File: config.mk
export PLATFORM = sky130hd
export DESIGN_NAME = isr_reporter
export DESIGN_NICKNAME = d
export VERILOG_FILES = /design/src/hw/isr_pkg.sv /design/src/hw/isr_reporter.sv /design/src/hw/isr_sync3.sv
export VERILOG_INCLUDE_DIRS = /design/src /design/src/hw
export SDC_FILE = /design/constraint.sdc
export NUM_CORES = 1
export LEC_CHECK = 0
export BUFFER_PORTS_ARGS = -buffer_cell sky130_fd_sc_hd__buf_2
export CAP_MARGIN = 20
export CORE_ASPECT_RATIO = 1.1
export CORE_UTILIZATION = 40
export CTS_BUF_LIST = sky130_fd_sc_hd__clkbuf_4 sky130_fd_sc_hd__clkbuf_8
export CTS_CLUSTER_DIAMETER = 60
export CTS_CLUSTER_SIZE = 16
export DETAILED_ROUTE_END_ITERATION = 7
export SYNTH_ARGS = -nofsm -noshare
export SYNTH_HDL_FRONTEND = slang
export SYNTH_SLANG_ARGS = --single-unit
File: constraint.sdc
create_clock -name core_clk_i -period 10.4 [get_ports core_clk_i]
set_input_delay 0 -clock core_clk_i [delete_from_list [all_inputs] [get_ports core_clk_i]]
set_output_delay 0 -clock core_clk_i [all_outputs]
set_load 0.01 [all_outputs]
File: src/hw/isr_params.svh
// Constants of the I/O sample reporter: field values, encodings, timing.
`ifndef ISR_PARAMS_SVH
`define ISR_PARAMS_SVH
// Sample-set count carried by every report
`define ISR_SAMPLE_SETS 8'h01
// Pin configuration codes
`define ISR_PIN_ANALOG 3'h2
`define ISR_PIN_DIGITAL 3'h3
// Line counts and largest report (1 + 2 + 1 + 2 + 6 * 2 bytes)
`define ISR_NUM_DIO 13
`define ISR_NUM_AIN 6
`define ISR_MAX_BYTES 18
// Text reply characters
`define ISR_CHAR_CR 8'h0D
`define ISR_CHAR_ZERO 8'h30
`define ISR_CHAR_ALPHA 8'h37
// Clock period and one millisecond, both in picoseconds
`define ISR_CLK_PERIOD_PS 4000
`define ISR_MS_PS 1000000000
`define ISR_MS_CYCLES (`ISR_MS_PS / `ISR_CLK_PERIOD_PS)
`endif

File: src/hw/isr_pkg.sv
// Types shared by the I/O sample reporter.
package isr_pkg;
	// Emitter state, one-hot
	typedef enum logic [1:0] {
		ISR_STATE_IDLE = 2'b01,
		ISR_STATE_EMIT = 2'b10
	} isr_state_t;
	// What the outgoing stream is for
	typedef enum logic [1:0] {
		ISR_KIND_TEXT = 2'h0,
		ISR_KIND_API = 2'h1,
		ISR_KIND_REMOTE = 2'h2
	} isr_kind_t;
endpackage

File: src/hw/isr_reporter.sv
// I/O sample reporter: builds sample reports and streams them out byte by byte.
`include "isr_params.svh"
module isr_reporter
	import isr_pkg::*;
#(
	parameter int MS_CYCLES = `ISR_MS_CYCLES
) (
	input wire logic core_clk_i,
	input wire logic rst_i,
	input wire logic [12:0] gp_line_i,
	input wire logic [38:0] pin_cfg_i,
	input wire logic [95:0] adc_sample_i,
	input wire logic [15:0] sample_period_ms_i,
	input wire logic [12:0] change_watch_mask_i,
	input wire logic force_sample_query_i,
	input wire logic query_via_api_i,
	input wire logic api_mode_i,
	input wire logic [31:0] dest_addr_high_i,
	input wire logic [31:0] dest_addr_low_i,
	input wire logic sleep_enable_i,
	input wire logic wake_hold_active_i,
	input wire logic rx_report_i,
	input wire logic out_ready_i,
	output logic out_valid_o,
	output logic [7:0] out_byte_o,
	output logic out_last_o,
	output logic [1:0] out_kind_o,
	output logic [63:0] out_dest_o,
	output logic busy_o,
	output logic rx_forward_o,
	output logic rx_discard_o
);
	localparam int NB = `ISR_MAX_BYTES;

	// Synchronised digital lines and their previous value
	logic [12:0] line_w, prev_q, prev_d, edge_w;
	// Report store and stream position
	logic [7:0] rep_q [NB], rep_d [NB], bld_b [NB];
	logic [NB-1:0] end_q, end_d, bld_e;
	logic [4:0] len_q, len_d, bld_n, idx_q, idx_d;
	logic [1:0] ph_q, ph_d;
	isr_state_t state_q, state_d;
	isr_kind_t kind_q, kind_d;
	// Output registers
	logic valid_q, valid_d, last_q, last_d, fwd_q, fwd_d, dis_q, dis_d;
	logic [7:0] byte_q, byte_d;
	logic [63:0] dest_q, dest_d;
	// Trigger pending flags and timers
	logic q_pend_q, q_pend_d, c_pend_q, c_pend_d, p_pend_q, p_pend_d;
	logic [31:0] ms_cnt_q, ms_cnt_d;
	logic [15:0] ms_el_q, ms_el_d;
	logic ms_tick_w, awake_w, start_w;
	logic [12:0] dmask_w;
	logic [5:0] amask_w;
	logic text_w;

	isr_sync3 #(.W(13)) u_sync (
		.core_clk_i(core_clk_i),
		.rst_i(rst_i),
		.pin_i(gp_line_i),
		.level_o(line_w)
	);

	// Hex digit as an ASCII character
	function automatic logic [7:0] hex_char(input logic [3:0] n);
		hex_char = (n < 4'hA) ? (`ISR_CHAR_ZERO + {4'h0, n}) : (`ISR_CHAR_ALPHA + {4'h0, n});
	endfunction

	// Masks from the pin configuration codes
	always_comb
	begin
		for (int i = 0; i < `ISR_NUM_DIO; i++)
			dmask_w[i] = (pin_cfg_i[i*3 +: 3] == `ISR_PIN_DIGITAL);
		for (int i = 0; i < `ISR_NUM_AIN; i++)
			amask_w[i] = (pin_cfg_i[i*3 +: 3] == `ISR_PIN_ANALOG);
	end

	// Report image built from live lines; holds count, masks, states, readings
	always_comb
	begin
		for (int i = 0; i < NB; i++)
			bld_b[i] = 8'h00;
		bld_e = '0;
		bld_b[0] = `ISR_SAMPLE_SETS;
		bld_e[0] = 1'b1;
		bld_b[1] = {3'h0, dmask_w[12:8]};
		bld_b[2] = dmask_w[7:0];
		bld_e[2] = 1'b1;
		bld_b[3] = {2'h0, amask_w};
		bld_e[3] = 1'b1;
		bld_n = 5'd4;
		// Lines read at the trigger cycle, so an edge is captured at once
		if (|dmask_w)
		begin
			bld_b[bld_n] = {3'h0, line_w[12:8] & dmask_w[12:8]};
			bld_b[bld_n + 5'd1] = line_w[7:0] & dmask_w[7:0];
			bld_e[bld_n + 5'd1] = 1'b1;
			bld_n = bld_n + 5'd2;
		end
		for (int i = 0; i < `ISR_NUM_AIN; i++)
			if (amask_w[i])
			begin
				bld_b[bld_n] = adc_sample_i[i*16+8 +: 8];
				bld_b[bld_n + 5'd1] = adc_sample_i[i*16 +: 8];
				bld_e[bld_n + 5'd1] = 1'b1;
				bld_n = bld_n + 5'd2;
			end
	end

	// Triggers, timers and the change monitor
	always_comb
	begin
		awake_w = !sleep_enable_i || wake_hold_active_i;
		ms_tick_w = (ms_cnt_q == 32'(MS_CYCLES - 1));
		ms_cnt_d = ms_cnt_q;
		ms_el_d = ms_el_q;
		edge_w = (line_w ^ prev_q) & change_watch_mask_i;
		prev_d = line_w;
		start_w = (state_q == ISR_STATE_IDLE) && (q_pend_q || c_pend_q || p_pend_q);
		if (sample_period_ms_i == 16'h0000)
		begin
			ms_cnt_d = '0;
			ms_el_d = '0;
		end
		else if (awake_w)
		begin
			ms_cnt_d = ms_tick_w ? 32'h0000_0000 : ms_cnt_q + 32'h0000_0001;
			if (ms_tick_w)
				ms_el_d = (ms_el_q + 16'h0001 >= sample_period_ms_i) ? 16'h0000
					: ms_el_q + 16'h0001;
		end
		// Set wins over the take; query first, then change, then periodic
		q_pend_d = force_sample_query_i || (q_pend_q && !start_w);
		c_pend_d = (|edge_w) || (c_pend_q && !(start_w && !q_pend_q));
		p_pend_d = (sample_period_ms_i != 16'h0000) && ((awake_w && ms_tick_w
			&& ms_el_q + 16'h0001 >= sample_period_ms_i)
			|| (p_pend_q && !(start_w && !q_pend_q && !c_pend_q)));
		fwd_d = rx_report_i && api_mode_i;
		dis_d = rx_report_i && !api_mode_i;
	end

	// Emitter: loads the image on a trigger, then steps byte by byte
	always_comb
	begin
		state_d = state_q;
		kind_d = kind_q;
		rep_d = rep_q;
		end_d = end_q;
		len_d = len_q;
		idx_d = idx_q;
		ph_d = ph_q;
		valid_d = valid_q;
		byte_d = byte_q;
		last_d = last_q;
		dest_d = dest_q;
		text_w = (kind_q == ISR_KIND_TEXT);
		case (state_q)
			ISR_STATE_IDLE:
			begin
				if (start_w)
				begin
					rep_d = bld_b;
					end_d = bld_e;
					len_d = bld_n;
					idx_d = 5'd0;
					ph_d = 2'd0;
					valid_d = 1'b1;
					last_d = 1'b0;
					state_d = ISR_STATE_EMIT;
					if (q_pend_q)
					begin
						kind_d = query_via_api_i ? ISR_KIND_API : ISR_KIND_TEXT;
						dest_d = 64'h0000_0000_0000_0000;
						byte_d = query_via_api_i ? bld_b[0] : hex_char(bld_b[0][7:4]);
					end
					else
					begin
						kind_d = ISR_KIND_REMOTE;
						dest_d = {dest_addr_high_i, dest_addr_low_i};
						byte_d = bld_b[0];
					end
				end
			end
			ISR_STATE_EMIT:
			begin
				if (out_ready_i)
				begin
					if (last_q)
					begin
						valid_d = 1'b0;
						last_d = 1'b0;
						state_d = ISR_STATE_IDLE;
					end
					else if (text_w)
					begin
						if (ph_q == 2'd0)
							ph_d = 2'd1;
						else if (ph_q == 2'd1 && end_q[idx_q])
							ph_d = 2'd2;
						else
						begin
							ph_d = 2'd0;
							idx_d = idx_q + 5'd1;
						end
						case (ph_d)
							2'd0: byte_d = hex_char(rep_q[idx_d][7:4]);
							2'd1: byte_d = hex_char(rep_q[idx_d][3:0]);
							default: byte_d = `ISR_CHAR_CR;
						endcase
						last_d = (ph_d == 2'd2) && (idx_d == len_q - 5'd1);
					end
					else
					begin
						idx_d = idx_q + 5'd1;
						byte_d = rep_q[idx_d];
						last_d = (idx_d == len_q - 5'd1);
					end
				end
			end
			default:
			begin
				state_d = ISR_STATE_IDLE;
				valid_d = 1'b0;
			end
		endcase
	end

	// Register all state
	always_ff @(posedge core_clk_i or posedge rst_i)
	begin
		if (rst_i)
		begin
			state_q <= ISR_STATE_IDLE;
			kind_q <= ISR_KIND_TEXT;
			for (int i = 0; i < NB; i++)
				rep_q[i] <= 8'h00;
			end_q <= '0;
			len_q <= '0;
			idx_q <= '0;
			ph_q <= '0;
			valid_q <= 1'b0;
			byte_q <= 8'h00;
			last_q <= 1'b0;
			dest_q <= '0;
			prev_q <= '0;
			q_pend_q <= 1'b0;
			c_pend_q <= 1'b0;
			p_pend_q <= 1'b0;
			ms_cnt_q <= '0;
			ms_el_q <= '0;
			fwd_q <= 1'b0;
			dis_q <= 1'b0;
		end
		else
		begin
			state_q <= state_d;
			kind_q <= kind_d;
			rep_q <= rep_d;
			end_q <= end_d;
			len_q <= len_d;
			idx_q <= idx_d;
			ph_q <= ph_d;
			valid_q <= valid_d;
			byte_q <= byte_d;
			last_q <= last_d;
			dest_q <= dest_d;
			prev_q <= prev_d;
			q_pend_q <= q_pend_d;
			c_pend_q <= c_pend_d;
			p_pend_q <= p_pend_d;
			ms_cnt_q <= ms_cnt_d;
			ms_el_q <= ms_el_d;
			fwd_q <= fwd_d;
			dis_q <= dis_d;
		end
	end

	assign out_valid_o = valid_q;
	assign out_byte_o = byte_q;
	assign out_last_o = last_q;
	assign out_kind_o = kind_q;
	assign out_dest_o = dest_q;
	assign busy_o = state_q[1];
	assign rx_forward_o = fwd_q;
	assign rx_discard_o = dis_q;
endmodule

File: src/hw/isr_sync3.sv
// Three-stage pin synchroniser; a new level counts once stages two and three agree.
module isr_sync3 #(
	parameter int W = 13
) (
	input wire logic core_clk_i,
	input wire logic rst_i,
	input wire logic [W-1:0] pin_i,
	output logic [W-1:0] level_o
);
	logic [W-1:0] s1_q, s2_q, s3_q, lvl_q; // Stage one feeds stage two only
	logic [W-1:0] lvl_d;

	// Take a bit only when the last two stages agree
	always_comb
	begin
		lvl_d = ((s2_q ~^ s3_q) & s3_q) | ((s2_q ^ s3_q) & lvl_q);
	end

	// Register stages
	always_ff @(posedge core_clk_i or posedge rst_i)
	begin
		if (rst_i)
		begin
			s1_q <= '0;
			s2_q <= '0;
			s3_q <= '0;
			lvl_q <= '0;
		end
		else
		begin
			s1_q <= pin_i;
			s2_q <= s1_q;
			s3_q <= s2_q;
			lvl_q <= lvl_d;
		end
	end

	assign level_o = lvl_q;
endmodule

==> impl_metrics.ini, run 1 <==
[run_status]
status = completed

[detailed_routing]
route.detailed.drc = 0
ant_nets = 0
avgRoutedWirePerCell_microns = 24.3
drt_iter0_drc = 3005
vias_per_cell = 6.00
num_vias = 26300
drt-total-wl_microns = 107000
dr.pass1.iters = 6

[clock_tree]
clk_latency_ns = 0.67
root_buffer = clkbuf_8
htree_levels = 2
cts_made_buffers = 39
clk_pin_slew_ns = 0.10
cts_num_sinks = 359
cts.path.max_buffers = 3
cts_tree = yes
cts_hold_buffers = 176
cts_setup_buffers = 0
postCtsResizedCells = 0

[logic_synthesis]
synth_area_leader_cell = dfrtp_1
synth_edf_count = 0
syn-num-nets = 3506
ys_ff_latch = 359
yosysTopAreaCellShare_pct = 34.6
ys.flop_type = dfrtp_1
synth_area_leaders = dfrtp_1 (35%), nand2_1 (11%), mux2i_1 (4.6%), o211ai_1 (4.4%), o21ai_0 (4.1%)
syn_inst = 3199
syn_avg_cell_area_sq_um = 8.10
syn_area_sq_um = 25900
ys_warn_count = 0
async_flop_share_pct = 100
ys_types = 101
ys_seq_area_share_pct = 34.7

[place]
post_dp_cell_area_sq_um = 28000
gp_congestion = 1.01
post-dp-hpwl_microns = 76600
portBuffers = 328

[global_route]
grt_pass1_wl_microns = 158000
grt_pass1_vias = 24700
grt_usage_pct = 31.6
grt-ovfl-total = 0
grt_max_degree = 108
antenna_found_initial = 9

[floorplan]
rows = 97
start_util_pct = 40.6
dieArea_sq_um = 65800
die_x_microns = 245
die_h_microns = 269
io_pins = 329
coreArea_sq_um = 63800

[cells_and_area]
area_delta_synth_final_pct = 18.8
ff_latch_area_sq_um = 8990
postLayoutCellArea_sq_um = 30800
fillers = 6351
layout_common_cells = nand2_1 (727), dfrtp_1 (356), buf_2 (328)
drive_above_1_share_pct = 16.6
multi_input_area_sq_um = 15600
final_common_cell = nand2_1
fin_nets = 3813

[critical_path]
cpPeakStageDelay_ns = 0.94
cp_max_fo = 33
regToRegStartpoint = idx_q[1]
critPathCaptureType = flop
cp_slowest_cell = and4_1
cpMostUsedCell = ha_1
crit_arrival_ns = 7.71
worstSetupPathType = in -> reg
crit_start = pin_cfg_i[11]
crit_required_ns = 11.00
critPathLaunchType = primary input

[sta]
report.final.slew_viol_count = 0
rsz0062_at_grt = no
min_period_over_period_pct = 68.3
hold_violations = 0
slew_headroom_pct = 19.1
tightest_slew_ns = 1.21
holdWs_ns = 0.0163
period_needed_ns = 7.11
setup_viol = 0
fin_skew_ns = 0.0307
max_freq_ghz = 0.141
fin_tns_setup_ns = 0

[pwr]
p_per_area_nw_per_um2 = 173
combPwrFrac_pct = 41.7
pwr-share-seq_pct = 37.4
p_sw_mw = 2.32
p_clk_share_pct = 21.0
p_total_mw = 5.34
p_int_mw = 3.02
leakagePower_nw = 14.4
ir_drop_mv = 0.133
swShare_pct = 43.4

[worst_hold_path]
min_path_type = in -> async

[run]
drv_cap = 0
-- routing by layer --
| metal | vias to the layer above | wire length, microns | track usage, % |
|---|---|---|---|
| met2 | 1398 | 48800 | 50.0 |
| met4 | 0 | 6070 | 17.0 |
| met1 | 12400 | 42900 | 40.8 |
| met5 | - | 0 | 0 |
| met3 | 356 | 8810 | 6.19 |
| li1 | 12100 | - | - |
-- power groups by stage --
stage / sequential, mW / combinational, mW / clock, mW
CTS: 1.99 / 2.18 / 1.15
global placement: 2.01 / 2.12 / 0
floorplan: 2.01 / 1.36 / 0
global route: 2.04 / 2.41 / 1.19
finish: 2.00 / 2.23 / 1.12
detailed placement: 2.02 / 2.12 / 0
-- kinds of logic after synthesis --
| group | after synthesis | synth area share (%) |
|---|---|---|
| AO/OA/AOI/OAI | 844 | 22.2 |
| XOR/XNOR | 78 | 2.80 |
| adder cells (fa/ha/maj) | 57 | 2.78 |
| buffers and inverters | 367 | 5.59 |
| flip-flops | 359 | 34.7 |
| multiplexers | 174 | 8.96 |
| AND/OR/NAND/NOR | 1320 | 23.0 |
-- critical path, delay by kind of cell --
| family | cells | cell delay [ns] |
|---|---|---|
| adder cells (fa/ha/maj) | 5 | 1.44 |
| multiplexers | 2 | 0.81 |
| AO/OA/AOI/OAI | 7 | 1.36 |
| AND/OR/NAND/NOR | 12 | 3.69 |
| buffers and inverters | 2 | 0.39 |
-- synth_stat cells, types with 9 or more instances --
cell type,n
a21o_1,33
nor4_1,15
xnor2_1,35
mux2i_1,119
nand3b_1,66
buf_2,25
nand4_1,19
a22oi_1,40
ha_1,56
and2_1,13
nand3_1,152
a22o_1,12
a31oi_1,18
mux2_2,9
and3_1,28
a211oi_1,61
dfrtp_1,358
o21ai_0,213
a221oi_1,13
nor3_1,27
a311oi_1,20
mux4_2,44
nand2_1,727
o211ai_1,151
inv_1,52
o311ai_0,40
nand2b_1,16
buf_1,35
clkbuf_1,238
nor2_1,192
a21oi_1,137
a32oi_1,16
xor2_1,39
-- final timing paths --
check,endpoint,slack [ns],depth (start not counted)
max,out_byte_o[2],3.29,28
min,u_sync.level_o[8],0.02,3
max reg2reg,out_byte_o[6],4.93,17
min reg2reg,u_sync.s2_q[3],0.35,0
max in group asynchronous,idx_q[0],8.74,4
min in group core_clk_i,p_pend_q,0.04,5
-- through the flow --
stage | instances | setup WS [ns] | util, %
floorplan | 3199 | 0.440 | -
global placement | 4122 | 2.95 | 43.8
detailed placement | 4122 | 2.75 | 43.8
CTS | 4365 | 3.44 | 48.0
global route | 4381 | 2.70 | 48.2
finish | 4381 | 3.29 | 48.2
-- flip-flops by register name, indices dropped and copies added (netlist names), 5 cells and up --
signal,cells
end_q,9
idx_q,5
ms_cnt_q,32
ms_el_q,16
out_byte_o,8
out_dest_o,64
prev_q,13
rep_q,144
u_sync.level_o,13
u_sync.s1_q,13
u_sync.s2_q,13
u_sync.s3_q,13
-- cell type report --
cell class                 instances  share of cell area, %
multi-input combinational       2473                   50.6
timing repair buffer             578                   13.1
antenna                            8                 0.0650
tap                              841                   3.42
inverter                          55                  0.695
sequential                       359                   29.2
clock inverter                    23                  0.987
clock buffer                      44                   1.91
Note: power is estimated with default switching activity, not from simulation.
==> run 2, diff against run 1 <==
==> constraint.sdc (replaced) <==
create_clock -name core_clk_i -period 6.8 [get_ports core_clk_i]
set_input_delay 0 -clock core_clk_i [delete_from_list [all_inputs] [get_ports core_clk_i]]
set_output_delay 0 -clock core_clk_i [all_outputs]
set_load 0.01 [all_outputs]
==> run 2 against run 1 <==
Against the previous run:
- critical path depth shrank 1
- sequential cell count did not move
- wire length grew 0.78%
- via count is 0.92% higher
- count of clock-buffer cells in the layout decreased by 3
- clock power up 49%
- register-to-register slack got worse by 3.5 ns
- combinational power rose by 52%
- largest cell class unchanged
- largest power group unchanged
==> impl_metrics.ini, run 2 (same netlist as run 1, synthesis figures left out) <==
[critical_path]
cp-endpoint = out_byte_o[0]
crit_start = pin_cfg_i[11]
critPathLaunchType = primary input
worstSetupPathType = in -> reg
crit_arrival_ns = 6.50
reg2reg_slack_ns = 1.39
regToRegStartpoint = idx_q[1]
rr_endpoint = out_byte_o[2]
crit_required_ns = 7.35
cp_max_fo = 7
critPathCaptureType = flop
r2r_cells = 14

[pwr]
swShare_pct = 44.0
p_clk_share_pct = 20.5
leakagePower_nw = 14.3
p_sw_mw = 3.58
p_total_mw = 8.14
combPwrFrac_pct = 41.6
p_per_area_nw_per_um2 = 265
p_int_mw = 4.56
pwr-share-seq_pct = 37.9
ir_drop_mv = 0.262

[clock_tree]
cts.path.max_buffers = 3
cts_tree = yes
root_buffer = clkbuf_8
cts_num_sinks = 359
clk_latency_ns = 0.68
postCtsResizedCells = 0
htree_levels = 2
clk_pin_slew_ns = 0.11
cts_made_buffers = 39

[place]
portBuffers = 328
post_dp_cell_area_sq_um = 28100
post-dp-hpwl_microns = 76900
gp_congestion = 0.982

[sta]
report.final.slew_viol_count = 0
rsz0062_at_grt = no
hold_violations = 0
setup_viol = 0
max_freq_ghz = 0.168
fin_tns_setup_ns = 0
period_needed_ns = 5.94
tightest_slew_ns = 1.30
slew_headroom_pct = 13.5
min_period_over_period_pct = 87.4
fin_skew_ns = 0.0527

[cells_and_area]
layout_common_cells = nand2_1 (727), dfrtp_1 (356), buf_2 (328)
final_common_cell = nand2_1
postLayoutCellArea_sq_um = 30700
fillers = 6434
finish.utilization_pct = 48.1
drive_above_1_share_pct = 16.8
fin_nets = 3810
regMostFlops = rep_q
area_delta_synth_final_pct = 18.3
largest_reg_flops = 144

[detailed_routing]
route.detailed.drc = 0
drt_iter0_drc = 3049
vias_per_cell = 6.06
avgRoutedWirePerCell_microns = 24.5
num_vias = 26500
ant_nets = 0
drt-total-wl_microns = 107000
dr.pass1.iters = 8

[floorplan]
rows = 97
io_pins = 329
coreArea_sq_um = 63800
die_x_microns = 245
start_util_pct = 40.6
dieArea_sq_um = 65800
die_h_microns = 269

[global_route]
antenna_found_initial = 9
grt_max_degree = 236
grt_pass1_vias = 24900
grt_pass1_wl_microns = 159000
grt_usage_pct = 32.0
grt-ovfl-total = 0

[run_status]
status = completed

[run]
drv_cap = 0

[worst_hold_path]
min_path_type = in -> reg
min_path_cells = 2
## run 2: worst max-delay path, cell delays in order
cell and delay (ns):
buf_2 0.12, and3b_1 0.44, nor4_1 0.10, and4_1 0.30
ha_1 0.27, nor4b_2 0.49, a21oi_1 0.12, ha_1 0.30
nor2_1 0.06, or2_2 0.32, ha_1 0.28, nand2_1 0.04
o31ai_1 0.20, ha_1 0.27, nor4bb_1 0.66, nand4_1 0.17
mux2i_1 0.29, o211ai_1 0.16, mux2i_2 0.34, buf_4 0.23
mux2i_1 0.19, mux2_2 0.24, inv_1 0.08, a21oi_1 0.29
xnor2_1 0.14, o21ai_0 0.22, o211ai_1 0.14
## run 2: what timing repair did
item / 4_1_cts / 5_1_grt
hold endpoints to repair: 283 / 0
hold buffers: 163 / 0
buffers inserted: 0 / 0
setup endpoints to repair: 0 / 0
## run 2: worst min path at each step
stage / startpoint / end
6_report: gp_line_i[11] / u_sync.s1_q[11]
5_1_grt: gp_line_i[11] / u_sync.s1_q[11]
4_1_cts: adc_sample_i[44] / rep_q[12]
3_5_place_dp: gp_line_i[9] / u_sync.s1_q[9]
3_3_place_gp: gp_line_i[9] / u_sync.s1_q[9]
2_1_floorplan: gp_line_i[0] / u_sync.s1_q[0]
## run 2: cell type report
cell class / instances / area [sq um] / share of cell area [%]
antenna: 10 / 25.0 / 0.0816
clock buffer: 41 / 558 / 1.82
clock inverter: 25 / 298 / 0.971
inverter: 55 / 210 / 0.685
multi-input combinational: 2473 / 15600 / 50.8
tap: 841 / 1050 / 3.43
timing repair buffer: 575 / 3970 / 12.9
sequential: 359 / 8990 / 29.3
## run 2: metrics by stage
stage               hold WS (ns)  setup slack, ns  instances
floorplan                 0.0314             1.09       3199
global placement           0.108            0.439       4137
detailed placement         0.109            0.305       4137
CTS                      0.00370            0.980       4366
global route              0.0384            0.386       4378
finish                    0.0205            0.858       4379
## run 2: power by group through the flow
stage,Combinational (mW),Clock (mW),Sequential (mW)
global placement,3.24,0,3.10
floorplan,2.07,0,3.07
finish,3.39,1.67,3.09
detailed placement,3.25,0,3.11
CTS,3.34,1.70,3.07
global route,3.67,1.78,3.14
## run 2: layer usage
layer | GRT usage, % | vias to the layer above | wire length (microns)
met5 | 0 | - | 0
met4 | 17.4 | 0 | 6490
met3 | 6.22 | 338 | 9570
met2 | 50.3 | 1450 | 48600
met1 | 41.5 | 12600 | 42700
li1 | - | 12100 | -
